[config.mk]
export PLATFORM = sky130hd
export DESIGN_NAME = spc_port
export DESIGN_NICKNAME = d
export VERILOG_FILES = /design/src/pkg/spc_pkg.sv /design/src/hdl/spc_port.sv /design/src/hdl/spc_reg_bank.sv /design/src/hdl/spc_pin_drive.sv
export SDC_FILE = /design/constraint.sdc
export NUM_CORES = 1
export LEC_CHECK = 0
export BUFFER_PORTS_ARGS = -buffer_cell sky130_fd_sc_hd__buf_2
export CAP_MARGIN = 40
export CORE_ASPECT_RATIO = 1.25
export CORE_MARGIN = 4
export CORE_UTILIZATION = 40
export CTS_CLUSTER_DIAMETER = 80
export DETAILED_ROUTE_END_ITERATION = 10
export PLACE_DENSITY_LB_ADDON = 0.12
export SLEW_MARGIN = 20
export SYNTH_ARGS = -nofsm -noshare
export SYNTH_HDL_FRONTEND = slang
export SYNTH_SLANG_ARGS = --single-unit
[constraint.sdc]
create_clock -name core_clk -period 4.1 [get_ports core_clk]
set_input_delay 0.615 -clock core_clk [delete_from_list [all_inputs] [get_ports core_clk]]
set_output_delay 0.615 -clock core_clk [all_outputs]
set_load 0.01 [all_outputs]
[src/pkg/spc_pkg.sv]
// constants, types and helpers shared by the serial port configuration bank
package spc_pkg;

  // register addresses on the 13-bit serial address space
  localparam logic [12:0] SPC_ADDR_PORT_CFG = 13'h0000;
  localparam logic [12:0] SPC_ADDR_VARIANT_ID = 13'h0003;
  localparam logic [12:0] SPC_ADDR_READBACK = 13'h0004;
  localparam logic [12:0] SPC_ADDR_OSC_DIV = 13'h01e0;
  localparam logic [12:0] SPC_ADDR_IN_CLK = 13'h01e1;
  localparam logic [12:0] SPC_ADDR_PD_SYNC = 13'h0230;
  localparam logic [12:0] SPC_ADDR_RSVD_SYS = 13'h0231;
  localparam logic [12:0] SPC_ADDR_UPDATE = 13'h0232;

  // values after reset
  localparam logic [7:0] SPC_RST_PORT_CFG = 8'h18;
  localparam logic [7:0] SPC_RST_READBACK = 8'h00;
  localparam logic [7:0] SPC_RST_OSC_DIV = 8'h02;
  localparam logic [7:0] SPC_RST_IN_CLK = 8'h00;
  localparam logic [7:0] SPC_RST_PD_SYNC = 8'h00;
  localparam logic [7:0] SPC_RST_ZERO = 8'h00;

  // field positions
  localparam int SPC_CFG_OUT_SEL_BIT = 0;
  localparam int SPC_CFG_LSB_FIRST_BIT = 1;
  localparam int SPC_CFG_SOFT_RST_BIT = 2;
  localparam int SPC_CFG_LONG_INSTR_BIT = 3;
  localparam int SPC_READBACK_ACTIVE_BIT = 0;
  localparam int SPC_UPDATE_ALL_BIT = 0;
  localparam int SPC_INSTR_RW_BIT = 15;
  localparam int SPC_INSTR_LEN_HI = 14;
  localparam int SPC_INSTR_LEN_LO = 13;

  // serial bit counts
  localparam logic [3:0] SPC_INSTR_LAST_BIT = 4'hf;
  localparam logic [3:0] SPC_BYTE_LAST_BIT = 4'h7;
  localparam logic [1:0] SPC_LEN_STREAM = 2'h3;

  typedef enum logic [1:0] {SPC_ST_IDLE, SPC_ST_INSTR, SPC_ST_DATA, SPC_ST_DONE} spc_state_t;

  typedef struct packed {
    logic sclk;
    logic cs_n;
    logic sdio_in;
  } spc_pins_in_t;

  typedef struct packed {
    logic sdio_out;
    logic sdio_oe;
    logic serial_out_pin;
    logic serial_out_oe;
  } spc_pins_out_t;

  typedef struct packed {
    logic [7:0] osc_div;
    logic [7:0] in_clk;
    logic [7:0] pd_sync;
  } spc_active_t;

  // bit reversal for lsb-first transfers
  function automatic logic [15:0] spc_rev16(input logic [15:0] v);
    logic [15:0] r;
    r = 16'h0000;
    for (int i = 0; i < 16; i++) begin
      r[i] = v[15 - i];
    end
    return r;
  endfunction

  function automatic logic [7:0] spc_rev8(input logic [7:0] v);
    logic [7:0] r;
    r = 8'h00;
    for (int i = 0; i < 8; i++) begin
      r[i] = v[7 - i];
    end
    return r;
  endfunction

endpackage

[src/hdl/spc_port.sv]
// serial control port with configuration, identifier and readback registers

// What this block does
// - only 16-bit instructions; length bit defaults to 1, host keeps it 1.
// - soft reset bit holds the other registers at defaults until host writes it to 0.
// - bit-order 0 means msb first, address down; 1 means lsb first, up.
// - output select 0: data pin reads and writes, output pin released.
// - output select 1: reads on output pin, data pin only receives.
// - read-only 8-bit variant identifier; writes to it do nothing.
// - readback select 0 returns buffer registers, 1 returns active ones.
module spc_port #(
  parameter logic [7:0] VARIANT_ID = 8'h5a // arbitrary value
) (
  input wire logic core_clk,
  input wire logic rst,
  input spc_pkg::spc_pins_in_t pins_in,
  output spc_pkg::spc_pins_out_t pins_out,
  output spc_pkg::spc_active_t active_cfg,
  output logic output_pin_select,
  output logic lsb_first,
  output logic soft_reset
);
  import spc_pkg::*;

  // serial engine state
  spc_state_t state_reg, state_next;
  logic sclk_prev_reg, sclk_prev_next;
  logic [3:0] bit_cnt_reg, bit_cnt_next;
  logic [15:0] shift_reg, shift_next;
  logic [12:0] addr_reg, addr_next;
  logic rw_reg, rw_next;
  logic stream_reg, stream_next;
  logic [1:0] bytes_left_reg, bytes_left_next;
  logic [7:0] rd_byte_reg, rd_byte_next;
  logic out_bit_reg, out_bit_next;
  logic drive_reg, drive_next;

  // configuration state held in this module
  logic [7:0] port_cfg_reg, port_cfg_next;
  logic [7:0] readback_reg, readback_next;

  // strobes toward the register storage
  logic wr_en;
  logic [12:0] wr_addr;
  logic [7:0] wr_data;
  logic [12:0] rd_addr;
  logic [7:0] bank_rd_data;
  logic bank_rd_hit;
  logic [7:0] rd_data;

  // clock edges seen through the sampled pin
  logic sclk_rise;
  logic sclk_fall;
  logic [15:0] shifted;
  logic [15:0] instr;
  logic [12:0] addr_step;

  // decoded configuration bits, low nibble used as it is mirrored above
  logic cfg_lsb_first;
  logic cfg_out_sel;
  logic cfg_soft_rst;

  assign cfg_lsb_first = port_cfg_reg[SPC_CFG_LSB_FIRST_BIT];
  assign cfg_out_sel = port_cfg_reg[SPC_CFG_OUT_SEL_BIT];
  assign cfg_soft_rst = port_cfg_reg[SPC_CFG_SOFT_RST_BIT];

  // edge detection on the serial clock
  assign sclk_rise = pins_in.sclk & ~sclk_prev_reg;
  assign sclk_fall = ~pins_in.sclk & sclk_prev_reg;
  assign shifted = {shift_reg[14:0], pins_in.sdio_in};

  // instruction word in msb order whatever the wire order
  assign instr = cfg_lsb_first ? spc_rev16(shifted) : shifted;

  // next address of a multi-byte transfer
  assign addr_step = cfg_lsb_first ? addr_reg + 13'h0001 : addr_reg - 13'h0001;

  // serial protocol: instruction, then data bytes
  always_comb begin
    state_next = state_reg;
    sclk_prev_next = pins_in.sclk;
    bit_cnt_next = bit_cnt_reg;
    shift_next = shift_reg;
    addr_next = addr_reg;
    rw_next = rw_reg;
    stream_next = stream_reg;
    bytes_left_next = bytes_left_reg;
    rd_byte_next = rd_byte_reg;
    out_bit_next = out_bit_reg;
    drive_next = drive_reg;
    wr_en = 1'b0;
    wr_addr = addr_reg;
    wr_data = 8'h00;
    rd_addr = addr_reg;
    if (pins_in.cs_n) begin
      // deselect ends any transfer and releases the pins
      state_next = SPC_ST_IDLE;
      bit_cnt_next = 4'h0;
      drive_next = 1'b0;
    end else begin
      case (state_reg)
        SPC_ST_IDLE: begin
          state_next = SPC_ST_INSTR;
          bit_cnt_next = 4'h0;
          if (sclk_rise) begin
            shift_next = shifted;
            bit_cnt_next = 4'h1;
          end
        end
        SPC_ST_INSTR: begin
          if (sclk_rise) begin
            shift_next = shifted;
            bit_cnt_next = bit_cnt_reg + 4'h1;
            // always sixteen instruction bits, the length bit is not obeyed
            if (bit_cnt_reg == SPC_INSTR_LAST_BIT) begin
              state_next = SPC_ST_DATA;
              bit_cnt_next = 4'h0;
              rw_next = instr[SPC_INSTR_RW_BIT];
              stream_next = instr[SPC_INSTR_LEN_HI:SPC_INSTR_LEN_LO] == SPC_LEN_STREAM;
              bytes_left_next = instr[SPC_INSTR_LEN_HI:SPC_INSTR_LEN_LO];
              addr_next = instr[12:0];
              rd_addr = instr[12:0];
              rd_byte_next = rd_data;
            end
          end
        end
        SPC_ST_DATA: begin
          if (sclk_rise) begin
            shift_next = shifted;
            bit_cnt_next = bit_cnt_reg + 4'h1;
            if (bit_cnt_reg == SPC_BYTE_LAST_BIT) begin
              bit_cnt_next = 4'h0;
              // completed byte is written in msb order
              if (!rw_reg) begin
                wr_en = 1'b1;
                wr_data = cfg_lsb_first ? spc_rev8(shifted[7:0]) : shifted[7:0];
              end
              addr_next = addr_step;
              rd_addr = addr_step;
              rd_byte_next = rd_data;
              if (!stream_reg) begin
                if (bytes_left_reg == 2'h0) begin
                  state_next = SPC_ST_DONE;
                  drive_next = 1'b0;
                end else begin
                  bytes_left_next = bytes_left_reg - 2'h1;
                end
              end
            end
          end else if (sclk_fall && rw_reg) begin
            // read data changes on the falling edge
            drive_next = 1'b1;
            out_bit_next = cfg_lsb_first ? rd_byte_reg[bit_cnt_reg[2:0]]
                                         : rd_byte_reg[3'h7 - bit_cnt_reg[2:0]];
          end
        end
        SPC_ST_DONE: begin
          drive_next = 1'b0;
        end
        default: begin
          state_next = SPC_ST_IDLE;
        end
      endcase
    end
  end

  always_ff @(posedge core_clk) begin
    if (rst) begin
      state_reg <= SPC_ST_IDLE;
      sclk_prev_reg <= 1'b0;
      bit_cnt_reg <= 4'h0;
      shift_reg <= 16'h0000;
      addr_reg <= 13'h0000;
      rw_reg <= 1'b0;
      stream_reg <= 1'b0;
      bytes_left_reg <= 2'h0;
      rd_byte_reg <= 8'h00;
      out_bit_reg <= 1'b0;
      drive_reg <= 1'b0;
    end else begin
      state_reg <= state_next;
      sclk_prev_reg <= sclk_prev_next;
      bit_cnt_reg <= bit_cnt_next;
      shift_reg <= shift_next;
      addr_reg <= addr_next;
      rw_reg <= rw_next;
      stream_reg <= stream_next;
      bytes_left_reg <= bytes_left_next;
      rd_byte_reg <= rd_byte_next;
      out_bit_reg <= out_bit_next;
      drive_reg <= drive_next;
    end
  end

  // port configuration and readback select registers
  always_comb begin
    port_cfg_next = port_cfg_reg;
    readback_next = readback_reg;
    if (wr_en) begin
      case (wr_addr)
        SPC_ADDR_PORT_CFG: port_cfg_next = wr_data;
        SPC_ADDR_READBACK: readback_next = wr_data & 8'h01;
        default: ; // identifier and unmapped writes dropped
      endcase
    end
    // soft reset returns the other registers to defaults
    if (cfg_soft_rst) begin
      readback_next = SPC_RST_READBACK;
    end
  end

  always_ff @(posedge core_clk) begin
    if (rst) begin
      port_cfg_reg <= SPC_RST_PORT_CFG;
      readback_reg <= SPC_RST_READBACK;
    end else begin
      port_cfg_reg <= port_cfg_next;
      readback_reg <= readback_next;
    end
  end

  // read mux across local registers and the bank
  always_comb begin
    case (rd_addr)
      SPC_ADDR_PORT_CFG: rd_data = port_cfg_reg;
      SPC_ADDR_VARIANT_ID: rd_data = VARIANT_ID;
      SPC_ADDR_READBACK: rd_data = readback_reg;
      default: rd_data = bank_rd_hit ? bank_rd_data : SPC_RST_ZERO;
    endcase
  end

  // buffered register storage
  spc_reg_bank u_bank (
    .core_clk(core_clk),
    .rst(rst),
    .soft_rst(cfg_soft_rst),
    .wr_en(wr_en),
    .wr_addr(wr_addr),
    .wr_data(wr_data),
    .rd_addr(rd_addr),
    .readback_active(readback_reg[SPC_READBACK_ACTIVE_BIT]),
    .rd_data(bank_rd_data),
    .rd_hit(bank_rd_hit),
    .active(active_cfg)
  );

  // pin direction control
  spc_pin_drive u_pins (
    .out_sel(cfg_out_sel),
    .drive(drive_reg),
    .out_bit(out_bit_reg),
    .pins_out(pins_out)
  );

  // configuration state made visible to the rest of the device
  assign output_pin_select = cfg_out_sel;
  assign lsb_first = cfg_lsb_first;
  assign soft_reset = cfg_soft_rst;

endmodule

[src/hdl/spc_reg_bank.sv]
// buffered and active copies of the clock and power-down registers, plus the single update register
module spc_reg_bank (
  input wire logic core_clk,
  input wire logic rst,
  input wire logic soft_rst,
  input wire logic wr_en,
  input wire logic [12:0] wr_addr,
  input wire logic [7:0] wr_data,
  input wire logic [12:0] rd_addr,
  input wire logic readback_active,
  output logic [7:0] rd_data,
  output logic rd_hit,
  output spc_pkg::spc_active_t active
);
  import spc_pkg::*;

  spc_active_t buf_reg, buf_next, act_reg, act_next;
  logic update_reg, update_next;

  // buffer writes, update-all transfer and soft reset
  always_comb begin
    buf_next = buf_reg;
    act_next = act_reg;
    update_next = 1'b0; // self-clears one cycle after being set
    if (update_reg) begin
      act_next = buf_reg;
    end
    if (wr_en) begin
      case (wr_addr)
        SPC_ADDR_OSC_DIV: buf_next.osc_div = wr_data;
        SPC_ADDR_IN_CLK: buf_next.in_clk = wr_data;
        SPC_ADDR_PD_SYNC: buf_next.pd_sync = wr_data;
        SPC_ADDR_UPDATE: update_next = wr_data[SPC_UPDATE_ALL_BIT];
        default: ;
      endcase
    end
    if (soft_rst) begin
      buf_next = '{SPC_RST_OSC_DIV, SPC_RST_IN_CLK, SPC_RST_PD_SYNC};
      act_next = '{SPC_RST_OSC_DIV, SPC_RST_IN_CLK, SPC_RST_PD_SYNC};
      update_next = 1'b0;
    end
  end

  always_ff @(posedge core_clk) begin
    if (rst) begin
      buf_reg <= '{SPC_RST_OSC_DIV, SPC_RST_IN_CLK, SPC_RST_PD_SYNC};
      act_reg <= '{SPC_RST_OSC_DIV, SPC_RST_IN_CLK, SPC_RST_PD_SYNC};
      update_reg <= 1'b0;
    end else begin
      buf_reg <= buf_next;
      act_reg <= act_next;
      update_reg <= update_next;
    end
  end

  // readback picks buffer or active bank
  always_comb begin
    spc_active_t src;
    src = readback_active ? act_reg : buf_reg;
    rd_hit = 1'b1;
    case (rd_addr)
      SPC_ADDR_OSC_DIV: rd_data = src.osc_div;
      SPC_ADDR_IN_CLK: rd_data = src.in_clk;
      SPC_ADDR_PD_SYNC: rd_data = src.pd_sync;
      SPC_ADDR_RSVD_SYS: rd_data = SPC_RST_ZERO;
      SPC_ADDR_UPDATE: rd_data = {7'h00, update_reg};
      default: begin
        rd_data = SPC_RST_ZERO;
        rd_hit = 1'b0;
      end
    endcase
  end

  assign active = act_reg;

endmodule

[src/hdl/spc_pin_drive.sv]
// steers read data onto the shared data pin or the dedicated output pin
module spc_pin_drive (
  input wire logic out_sel,
  input wire logic drive,
  input wire logic out_bit,
  output spc_pkg::spc_pins_out_t pins_out
);
  import spc_pkg::*;

  // one pin drives read data, the other stays released
  always_comb begin
    pins_out.sdio_out = out_bit;
    pins_out.serial_out_pin = out_bit;
    pins_out.sdio_oe = drive & ~out_sel;
    pins_out.serial_out_oe = drive & out_sel;
  end

endmodule

After elaboration in Yosys (flattened, before gate mapping)
Index checks and enable logic that the tools add are counted.

Order comparisons: 2. Multiplexer cells: 60. Reduce and logical (&&, ||, !) cells: 26. $add $sub $neg: 5. Bitwise logic cells: 11. Eq/ne operators: 29.

Operator list (number): 2-to-1 mux 8 bit (11); 2-to-1 mux 13 bit (6); == test 13 x 10 -> 1 bit, second input constant (5); == test 13 x 9 -> 1 bit, second input constant (4); case mux 8 bit (4 select lines) (1); == test 13 x 3 -> 1 bit, second input constant (2); logical NOT 13 bit (2); case mux 13 bit (2 select lines) (1); 2-to-1 mux 2 bit (12); 2-to-1 mux 24 bit (1); case mux 8 bit (3 select lines) (1); 2-to-1 mux 16 bit (1); 2-to-1 mux 4 bit (4); case mux 8 bit (2 select lines) (1); 2-to-1 mux 1 bit (15); != test 2 bit, second input constant (7); adder 13 x 1 -> 13 bit, second input constant (1); == test 13 x 2 -> 1 bit, second input constant (1); subtractor 13 x 1 -> 13 bit, second input constant (1); != test 3 bit, second input constant (4); case mux 4 bit (3 select lines) (1); AND reduction 2 bit (5); less-than comparator 3 x 4 -> 1 bit, second input constant (2); AND reduction 4 bit (2); other kinds (26) (42).

Register bits: 107. Input port bits: 5.

Longest topological paths before layout
Gate-level depths: netlist of the first run.

Depth in word-level cells: 14. Depth in mapped cells: 13. Gate-level depth less buffers: 11.

Hierarchy
From an unflattened synthesis of the first run, not the netlist that was laid out.

Cells, all modules: 752. Area, all modules: 6451.2 um^2.

Modules (own cells, without submodules): spc_port (cells an instance 508, area each 4060.1 um^2, sequential area each 1161.1 um^2, times used 1); spc_reg_bank (cells an instance 240, area each 2359.8 um^2, sequential area each 980.9 um^2, times used 1); spc_pin_drive (cells an instance 4, area each 31.3 um^2, sequential area each 0.0 um^2, times used 1).

Worst setup path after synthesis of the first run
No wires, ideal clock.

Path type: register to register. Start: register port_cfg_reg[1]. End: register rd_byte_reg[3]. Slack: 121 ps. Clock period less this slack: 3979 ps. Cell stages (with the launch flop): 14. Data required time: 4009 ps. Arrival: 3888 ps. Cell sequence: dfxtp_1 > buf_2 > buf_2 > inv_1 > fa_1 > a211oi_1 > o21ai_1 > xor2_1 > a221oi_2 > o211ai_1 > or4_1 > nor3_2 > a22oi_1 > a311oi_1.

Longest elaborated chain between the ends: 13.

Ends and longest elaborated chain: from (decl) (RTL line spc_port.sv:39) `logic [7:0] port_cfg_reg, port_cfg_next;`; from (signal assigned) (RTL line spc_port.sv:217) `port_cfg_reg <= port_cfg_next;`; 2-to-1 mux 13 bit / 2-to-1 mux 16 bit (equally long branches) (RTL line spc_port.sv:76, spc_port.sv:73); 2-to-1 mux 13 bit (on tied branches); 2-to-1 mux 13 bit (on tied branches) (RTL line spc_port.sv:128, spc_port.sv:111); case mux 13 bit (2 select lines) *; 2-to-1 mux 13 bit * (RTL line spc_port.sv:95) `if (pins_in.cs_n) begin`; == test 13 x 10 -> 1 bit / == test 13 x 9 -> 1 bit (equally long branches) (RTL line spc_reg_bank.sv:61) `case (rd_addr)`; OR reduction 5 bit (no line); 2-to-1 mux 1 bit (RTL line spc_reg_bank.sv:61); 2-to-1 mux 8 bit (RTL line spc_port.sv:228) `default: rd_data = bank_rd_hit ? bank_rd_data : SPC_RST_ZERO;`; case mux 8 bit (3 select lines) * (RTL line spc_port.sv:224) `case (rd_addr)`; 2-to-1 mux 8 bit (on tied branches) (RTL line spc_port.sv:131, spc_port.sv:115); 2-to-1 mux 8 bit (on tied branches) (RTL line spc_port.sv:128, spc_port.sv:111); case mux 8 bit (2 select lines) * (RTL line spc_port.sv:101) `case (state_reg)`; to (signal assigned) (RTL line spc_port.sv:189) `rd_byte_reg <= rd_byte_next;`; to (decl) (RTL line spc_port.sv:34) `logic [7:0] rd_byte_reg, rd_byte_next;`.

Every way passes the cells marked *; elsewhere a longest branch is shown, timed or not. The select of a mux whose other input is x is not followed. A chain may end at the register's enable or synchronous reset.

Worst setup path in the final report of the first run
Start: register port_cfg_reg[1]. End: register rd_byte_reg[4].

The elaborated chain is that of the path after synthesis.

==> results of run 1 <==
cells by family (layout without fill, tap and decap cells):
| logic type | after synthesis | in the layout |
|---|---|---|
| AND/OR/NAND/NOR | 281 | 281 |
| buffers and inverters | 57 | 90 |
| flip-flops | 107 | 107 |
| AO/OA/AOI/OAI | 168 | 168 |
| adder cells (fa/ha/maj) | 18 | 18 |
| multiplexers | 70 | 70 |
| XOR/XNOR | 7 | 7 |
worst min-delay path by stage:
stage,endpoint,depth (start not counted)
after global routing,rd_byte_reg[5]$_SDFFE_PP0P_,2
final,rd_byte_reg[5]$_SDFFE_PP0P_,2
after floorplan,rd_byte_reg[5]$_SDFFE_PP0P_,2
after detailed placement,shift_reg[14]$_SDFFE_PP0P_,2
after CTS,shift_reg[14]$_SDFFE_PP0P_,2
after global placement,rd_byte_reg[5]$_SDFFE_PP0P_,2
synthesized netlist by cell type, types with 3 or more instances:
cell type  number  area, um2
inv_1          15       56.3
a21o_1          3       22.5
nor2_1        115        432
ha_1           17        213
or4_1           8       60.1
a22oi_1         7       52.6
mux4_2         13        293
and3_1          6       37.5
a21oi_1        55        275
nor4_1          4       25.0
and2_1          3       18.8
or3_1           3       18.8
o211ai_1        7       52.6
clkbuf_1       27        101
mux2i_1        48        480
mux2_2          9        101
or2_2           9       56.3
nor3_1         11       55.1
nand2_1        67        251
a221oi_1        5       43.8
nor2b_1        10       62.6
o31ai_1         4       30.0
a31oi_1         5       31.3
xor2_1          5       43.8
a211oi_1       27        203
a311oi_1        4       35.0
o21ai_0        20        100
nand2b_1        6       37.5
buf_1           5       18.8
nand3_1        15       75.1
dfxtp_1       107       2140
buf_2           5       25.0
final cells by class:
class / count / area [um2]
Sequential cell: 107 / 2140
Tap cell: 182 / 228
Clock inverter: 6 / 61.3
Inverter: 16 / 60.1
Timing Repair Buffer: 58 / 372
Fill cell: 1493 / 8110
Multi-Input combinational cell: 544 / 3690
Clock buffer: 10 / 229
stage by stage:
step	utilization, %	total power, mW	cells	TNS, ns	worst slack, ns
2_1_floorplan	-	1.17	708	0	0.121
3_3_place_gp	43.1	1.20	903	0	0.251
3_5_place_dp	43.1	1.20	903	0	0.0466
4_1_cts	45.0	2.05	919	0	0.0188
5_1_grt	45.5	2.11	923	-0.00176	-0.00176
6_report	45.5	2.04	923	0	0.278
power by group through the flow:
stage | combinational (mW) | sequential, mW | clock, mW
final | 0.124 | 1.06 | 0.858
after global placement | 0.120 | 1.08 | 0
after detailed placement | 0.122 | 1.08 | 0
after global routing | 0.136 | 1.06 | 0.917
after floorplan | 0.0887 | 1.08 | 0
after CTS | 0.122 | 1.06 | 0.873
worst reg2reg max path, delay by kind of cell (launching register included):
kind            cells  cell delay, ns
compound gates      6            1.84
xor+xnor            1            0.11
fa+ha+maj           1            0.47
buf+inv             1            0.12
flops               1            0.33
simple gates        2            0.84
layout by cell type, fill, tap and decap left out, types with 3 or more instances in the layout:
cell type,synthesis,routed
clkbuf_16,0,9
a21oi_1,55,55
or2_2,9,9
o211ai_1,7,7
a221oi_1,5,5
clkinv_4,0,3
mux4_2,13,13
buf_2,5,35
or4_1,8,8
nor2b_1,10,10
o21ai_0,20,20
nor3_1,11,11
and3_1,6,6
buf_4,2,20
a21o_1,3,3
or3_1,3,3
nand2b_1,6,6
dfxtp_1,107,107
nand3_1,15,15
mux2i_1,48,48
a31oi_1,5,5
and2_1,3,3
a22oi_1,7,7
a311oi_1,4,4
nor2_1,115,115
nor4_1,4,4
o31ai_1,4,4
xor2_1,5,5
mux2_2,9,9
a211oi_1,27,27
inv_1,15,15
ha_1,17,17
nand2_1,67,67
layer usage:
layer / vias up / wire (um) / GRT usage [%]
met1: 2594 / 7670 / 26.3
met2: 137 / 8970 / 36.1
met5: - / 0 / 0
met4: 0 / 809 / 10.0
li1: 2633 / - / -
met3: 34 / 668 / 2.88
timing repair:
item,in CTS,in global routing
setup buffers,0,1
gates resized for setup,0,3
setup endpoints to repair,0,3
==> flow_summary.ini, run 1 <==
[run_status]
status = finished, final reports clean

[layout]
finish.instance_area_um2 = 6780
synthToLayoutAreaGrowth_pct = 12.0
drive_above_1_share_pct = 16.1
finalNetCount = 759
antennaDiodeCount = 0

[die]
die_area_um2 = 17200
die_width_um = 118
core-area_um2 = 14900
dieHeight_um = 146
initial_utilization_pct = 40.7
rows = 50
ios = 36

[placed_design]
dp_hpwl_um = 13400
numPortBuffers = 35
gp_congestion = 0.919
placed_cell_area_um2 = 6420

[logic_synthesis]
synth_simple_gate_area_share_pct = 22.6
synth_xor_area_share_pct = 1.01
synth.avg_cell_area_um2 = 8.55
synth_compound_area_share_pct = 18.7
synth_top_family_by_area = simple AND/OR/NAND/NOR gates
synth-edff-count = 0
muxShareOfSynthArea_pct = 14.4
synth-seq-area-share_pct = 35.4
synth_cell_types = 77
ys_ff_latch = 107
synth_flop_cell = dfxtp_1
syn_inst = 708
yosys.area_share.adder_pct = 3.84
async_flop_share_pct = 0
syn-num-nets = 731
netlist_area_um2 = 6050
yosysWarnings = 0

[flow_run]
maxCapViolCount = 0

[clocking]
numClockSinks = 107
path_clk_slew_ns = 0.08
tritoncts = done
h-tree-depth = 3
cts_buffers = 9
cts_buffer_depth = 2
cts_hold_buf = 0
root_buffer = clkbuf_16
clkLatencyLatePin_ns = 0.35

[worst_setup_path]
worst-path-stages = 11
cp_top_family = compound AO/OA/AOI/OAI gates
cp_slowest_cell = fa_1
required_ns = 4.35
path_buf_inv = 1
cp-endpoint = rd_byte_reg[4]$_SDFFE_PP0P_
path_cells = inv_1 > fa_1 > a211oi_1 > o21ai_1 > a22oi_1 > xnor2_1 > a221oi_1 > nand4_1 > nor3_4 > a22oi_1 > a311oi_1
reg2regPathDepth = 11
path_max_fanout = 7
worstReg2RegStart = port_cfg_reg[1]$_SDFFE_PP0P_
regToRegEndpoint = rd_byte_reg[4]$_SDFFE_PP0P_
critPathLaunchType = flip-flop
max_stage_delay_ns = 0.47
cpMostUsedCell = a22oi_1
cp.arrival_ns = 4.07
r2r_slack_ns = 0.28
worstSetupPathType = flip-flop to flip-flop
crit_path_end_kind = flip-flop
crit_start = port_cfg_reg[1]$_SDFFE_PP0P_

[sta]
post-route-min-period_ns = 3.82
fin_hold_ws_ns = 0.475
fin_crit_sh_pct = 93.2
fin_worst_skew_ns = 0.0114
worst_slew_pin_slew_ns = 0.803
setup_viol = 0
fmax_mhz = 262
slew_headroom_pct = 45.0
final_max_slew_viol_count = 0
finalHoldViolCount = 0

[power]
p_clk_share_pct = 42.1
power.internal_mw = 1.52
power_leakage_nw = 2.40
p_comb_share_pct = 6.1
vdd_drop_max_v = 0.000213
power_density_nw_per_um2 = 301
swShare_pct = 25.6
total_switching_power_mw = 0.522
power_frac_seq_pct = 51.8

[grt]
overflow = 0
grt_pass1_wl_um = 29000
grt_max_degree = 53
grt_pass1_vias = 5305
antenna_found_initial = 0
grt.total_usage_pct = 21.1

[detailed_routing]
drc_errors = 0
drt_iter0_markers = 365
wl_um = 18100
routedWlPerCell_um = 19.6
antenna_left = 0
dr_total_vias = 5398
viasPerCell = 5.85
firstDrtPassIters = 5

[worst_hold_path]
min_path_type = flip-flop to flip-flop
holdCritStartpoint = port_cfg_reg[5]$_SDFFE_PP0P_
Note: power is estimated with default switching activity, not from simulation.
==> inputs of run 2 (changes only) <==
Settings changed: CELL_PAD_IN_SITES_DETAIL_PLACEMENT set to 1, CELL_PAD_IN_SITES_GLOBAL_PLACEMENT set to 1, PLACE_DENSITY set to 0.72, PLACE_DENSITY_LB_ADDON 0.12 to not set.
==> run 2 against run 1 <==
Critical path depth did not move. Worst setup slack got worse by 0.057 ns. Register-to-register slack got worse by 0.06 ns. First-iteration DRC count fell by 21%. Worst hold slack got worse by 0.00081 ns. Via count rose by 2.0%. Die area did not move. Total power rose by 1.5%. Wire length rose by 12%.
==> flow_summary.ini, run 2 (synthesis gave the netlist of run 1 again) <==
[run_status]
status = finished, final reports clean

[clocking]
tritoncts = done
root_buffer = clkbuf_16
cts_buffers = 9
cts_hold_buf = 0
clkLatencyLatePin_ns = 0.36
cts_buffer_depth = 2
numClockSinks = 107
h-tree-depth = 3
path_clk_slew_ns = 0.08

[worst_setup_path]
worstSetupPathType = flip-flop to flip-flop
path_max_fanout = 9
crit_path_end_kind = flip-flop
critPathLaunchType = flip-flop
required_ns = 4.34
cp.arrival_ns = 4.12

[placed_design]
dp_hpwl_um = 15200
gp_congestion = 0.917
numPortBuffers = 35
dp.cells = 900

[grt]
antenna_found_initial = 0
grt_pass1_wl_um = 32400
grt_pass1_vias = 5711
grt.total_usage_pct = 23.7
grt_max_degree = 53
overflow = 0

[power]
power_frac_seq_pct = 51.1
swShare_pct = 25.9
p_total_mw = 2.07
vdd_drop_max_v = 0.000223
power.internal_mw = 1.53
p_clk_share_pct = 42.7
total_switching_power_mw = 0.536
power_density_nw_per_um2 = 305
power_leakage_nw = 2.41
p_comb_share_pct = 6.2

[sta]
tns_ns = 0
rsz0062_at_grt = false
fin_hold_ws_ns = 0.474
post-route-min-period_ns = 3.88
fmax_mhz = 258
setup_viol = 0
final_max_slew_viol_count = 0
fin_worst_skew_ns = 0.0102
fin_crit_sh_pct = 94.6
finalHoldViolCount = 0
slew_headroom_pct = 51.1
worst_slew_pin_slew_ns = 0.713

[flow_run]
maxCapViolCount = 0

[die]
ios = 36
die_area_um2 = 17200
initial_utilization_pct = 40.7
core-area_um2 = 14900
die_width_um = 118
dieHeight_um = 146
rows = 50

[layout]
fin_util_pct = 45.6
finalNetCount = 761
num-fill-cells = 1776
finalNonFillerCells = 925
final_common_cell = nor2_1
layout_common_cells = nor2_1, dfxtp_1, nand2_1
antennaDiodeCount = 0
drive_above_1_share_pct = 16.6
synthToLayoutAreaGrowth_pct = 12.3

[detailed_routing]
drc_errors = 0
antenna_left = 0
viasPerCell = 5.95
wl_um = 20300
dr_total_vias = 5508
drt_iter0_markers = 287
firstDrtPassIters = 4
routedWlPerCell_um = 21.9

[worst_hold_path]
min_path_type = flip-flop to flip-flop
## run 2: cell types whose count changed in the layout (fill, tap and decap cells not counted), sizes merged
cell / previous run / this run
buf: 58 / 59
clkbuf: 10 / 11
## run 2: worst max-delay path: stages (launching register included)
cell      delay (ns)
dfxtp_1         0.50
ha_1            0.34
and3b_1         0.35
nand3_1         0.35
a311o_1         0.49
or2_1           0.21
o221ai_1        0.36
and4b_1         0.33
nor3b_4         0.20
buf_4           0.18
nand2_1         0.08
a311oi_1        0.35
## run 2: final cells by class
class	instances	area, um2	share of cell area, %
repair buffers	60	379	5.58
well taps	182	228	3.35
inverters	16	60.1	0.884
clock inverters	6	61.3	0.902
multi-input cells	544	3690	54.3
flip-flops and latches	107	2140	31.5
clock buffers	10	239	3.52
## run 2: repair_timing
action,4_1_cts,5_1_grt
endpoints found under the hold margin,0,0
endpoints found under the setup margin,0,6
resized for setup,0,4
buffers inserted,0,6
## run 2: worst paths after layout
check                                                   from                           to  slack (ns)  depth (start not counted)
worst max register to register   bit_cnt_reg[1]$_SDFFE_PP0P_  rd_byte_reg[4]$_SDFFE_PP0P_        0.22                         11
worst min register to register  port_cfg_reg[7]$_SDFFE_PP0P_  rd_byte_reg[7]$_SDFFE_PP0P_        0.47                          2
worst min-delay path            port_cfg_reg[7]$_SDFFE_PP0P_  rd_byte_reg[7]$_SDFFE_PP0P_        0.47                          2
worst max-delay path             bit_cnt_reg[1]$_SDFFE_PP0P_  rd_byte_reg[4]$_SDFFE_PP0P_        0.22                         11
## run 2: per-layer routing
layer | track usage [%] | routed length (um) | vias to the layer above
li1 | - | - | 2632
met1 | 27.4 | 8350 | 2726
met2 | 42.0 | 10400 | 101
met3 | 4.24 | 620 | 49
met4 | 11.6 | 947 | 0
met5 | 0 | 0 | -
## run 2: per-stage QoR
| stage | worst slack [ns] | cell area (um2) |
|---|---|---|
| 6_report | 0.221 | 6800 |
| 5_1_grt | 0.0214 | 6800 |
| 4_1_cts | 0.0710 | 6690 |
| 3_5_place_dp | 0.190 | 6390 |
| 3_3_place_gp | 0.426 | 6390 |
| 2_1_floorplan | 0.121 | 6050 |
## run 2: power groups by stage
| stage | Clock, mW | Combinational (mW) | Sequential (mW) |
|---|---|---|---|
| 3_5_place_dp | 0 | 0.125 | 1.08 |
| 4_1_cts | 0.895 | 0.126 | 1.06 |
| 3_3_place_gp | 0 | 0.120 | 1.08 |
| 5_1_grt | 0.950 | 0.141 | 1.06 |
| 6_report | 0.883 | 0.129 | 1.06 |
| 2_1_floorplan | 0 | 0.0887 | 1.08 |
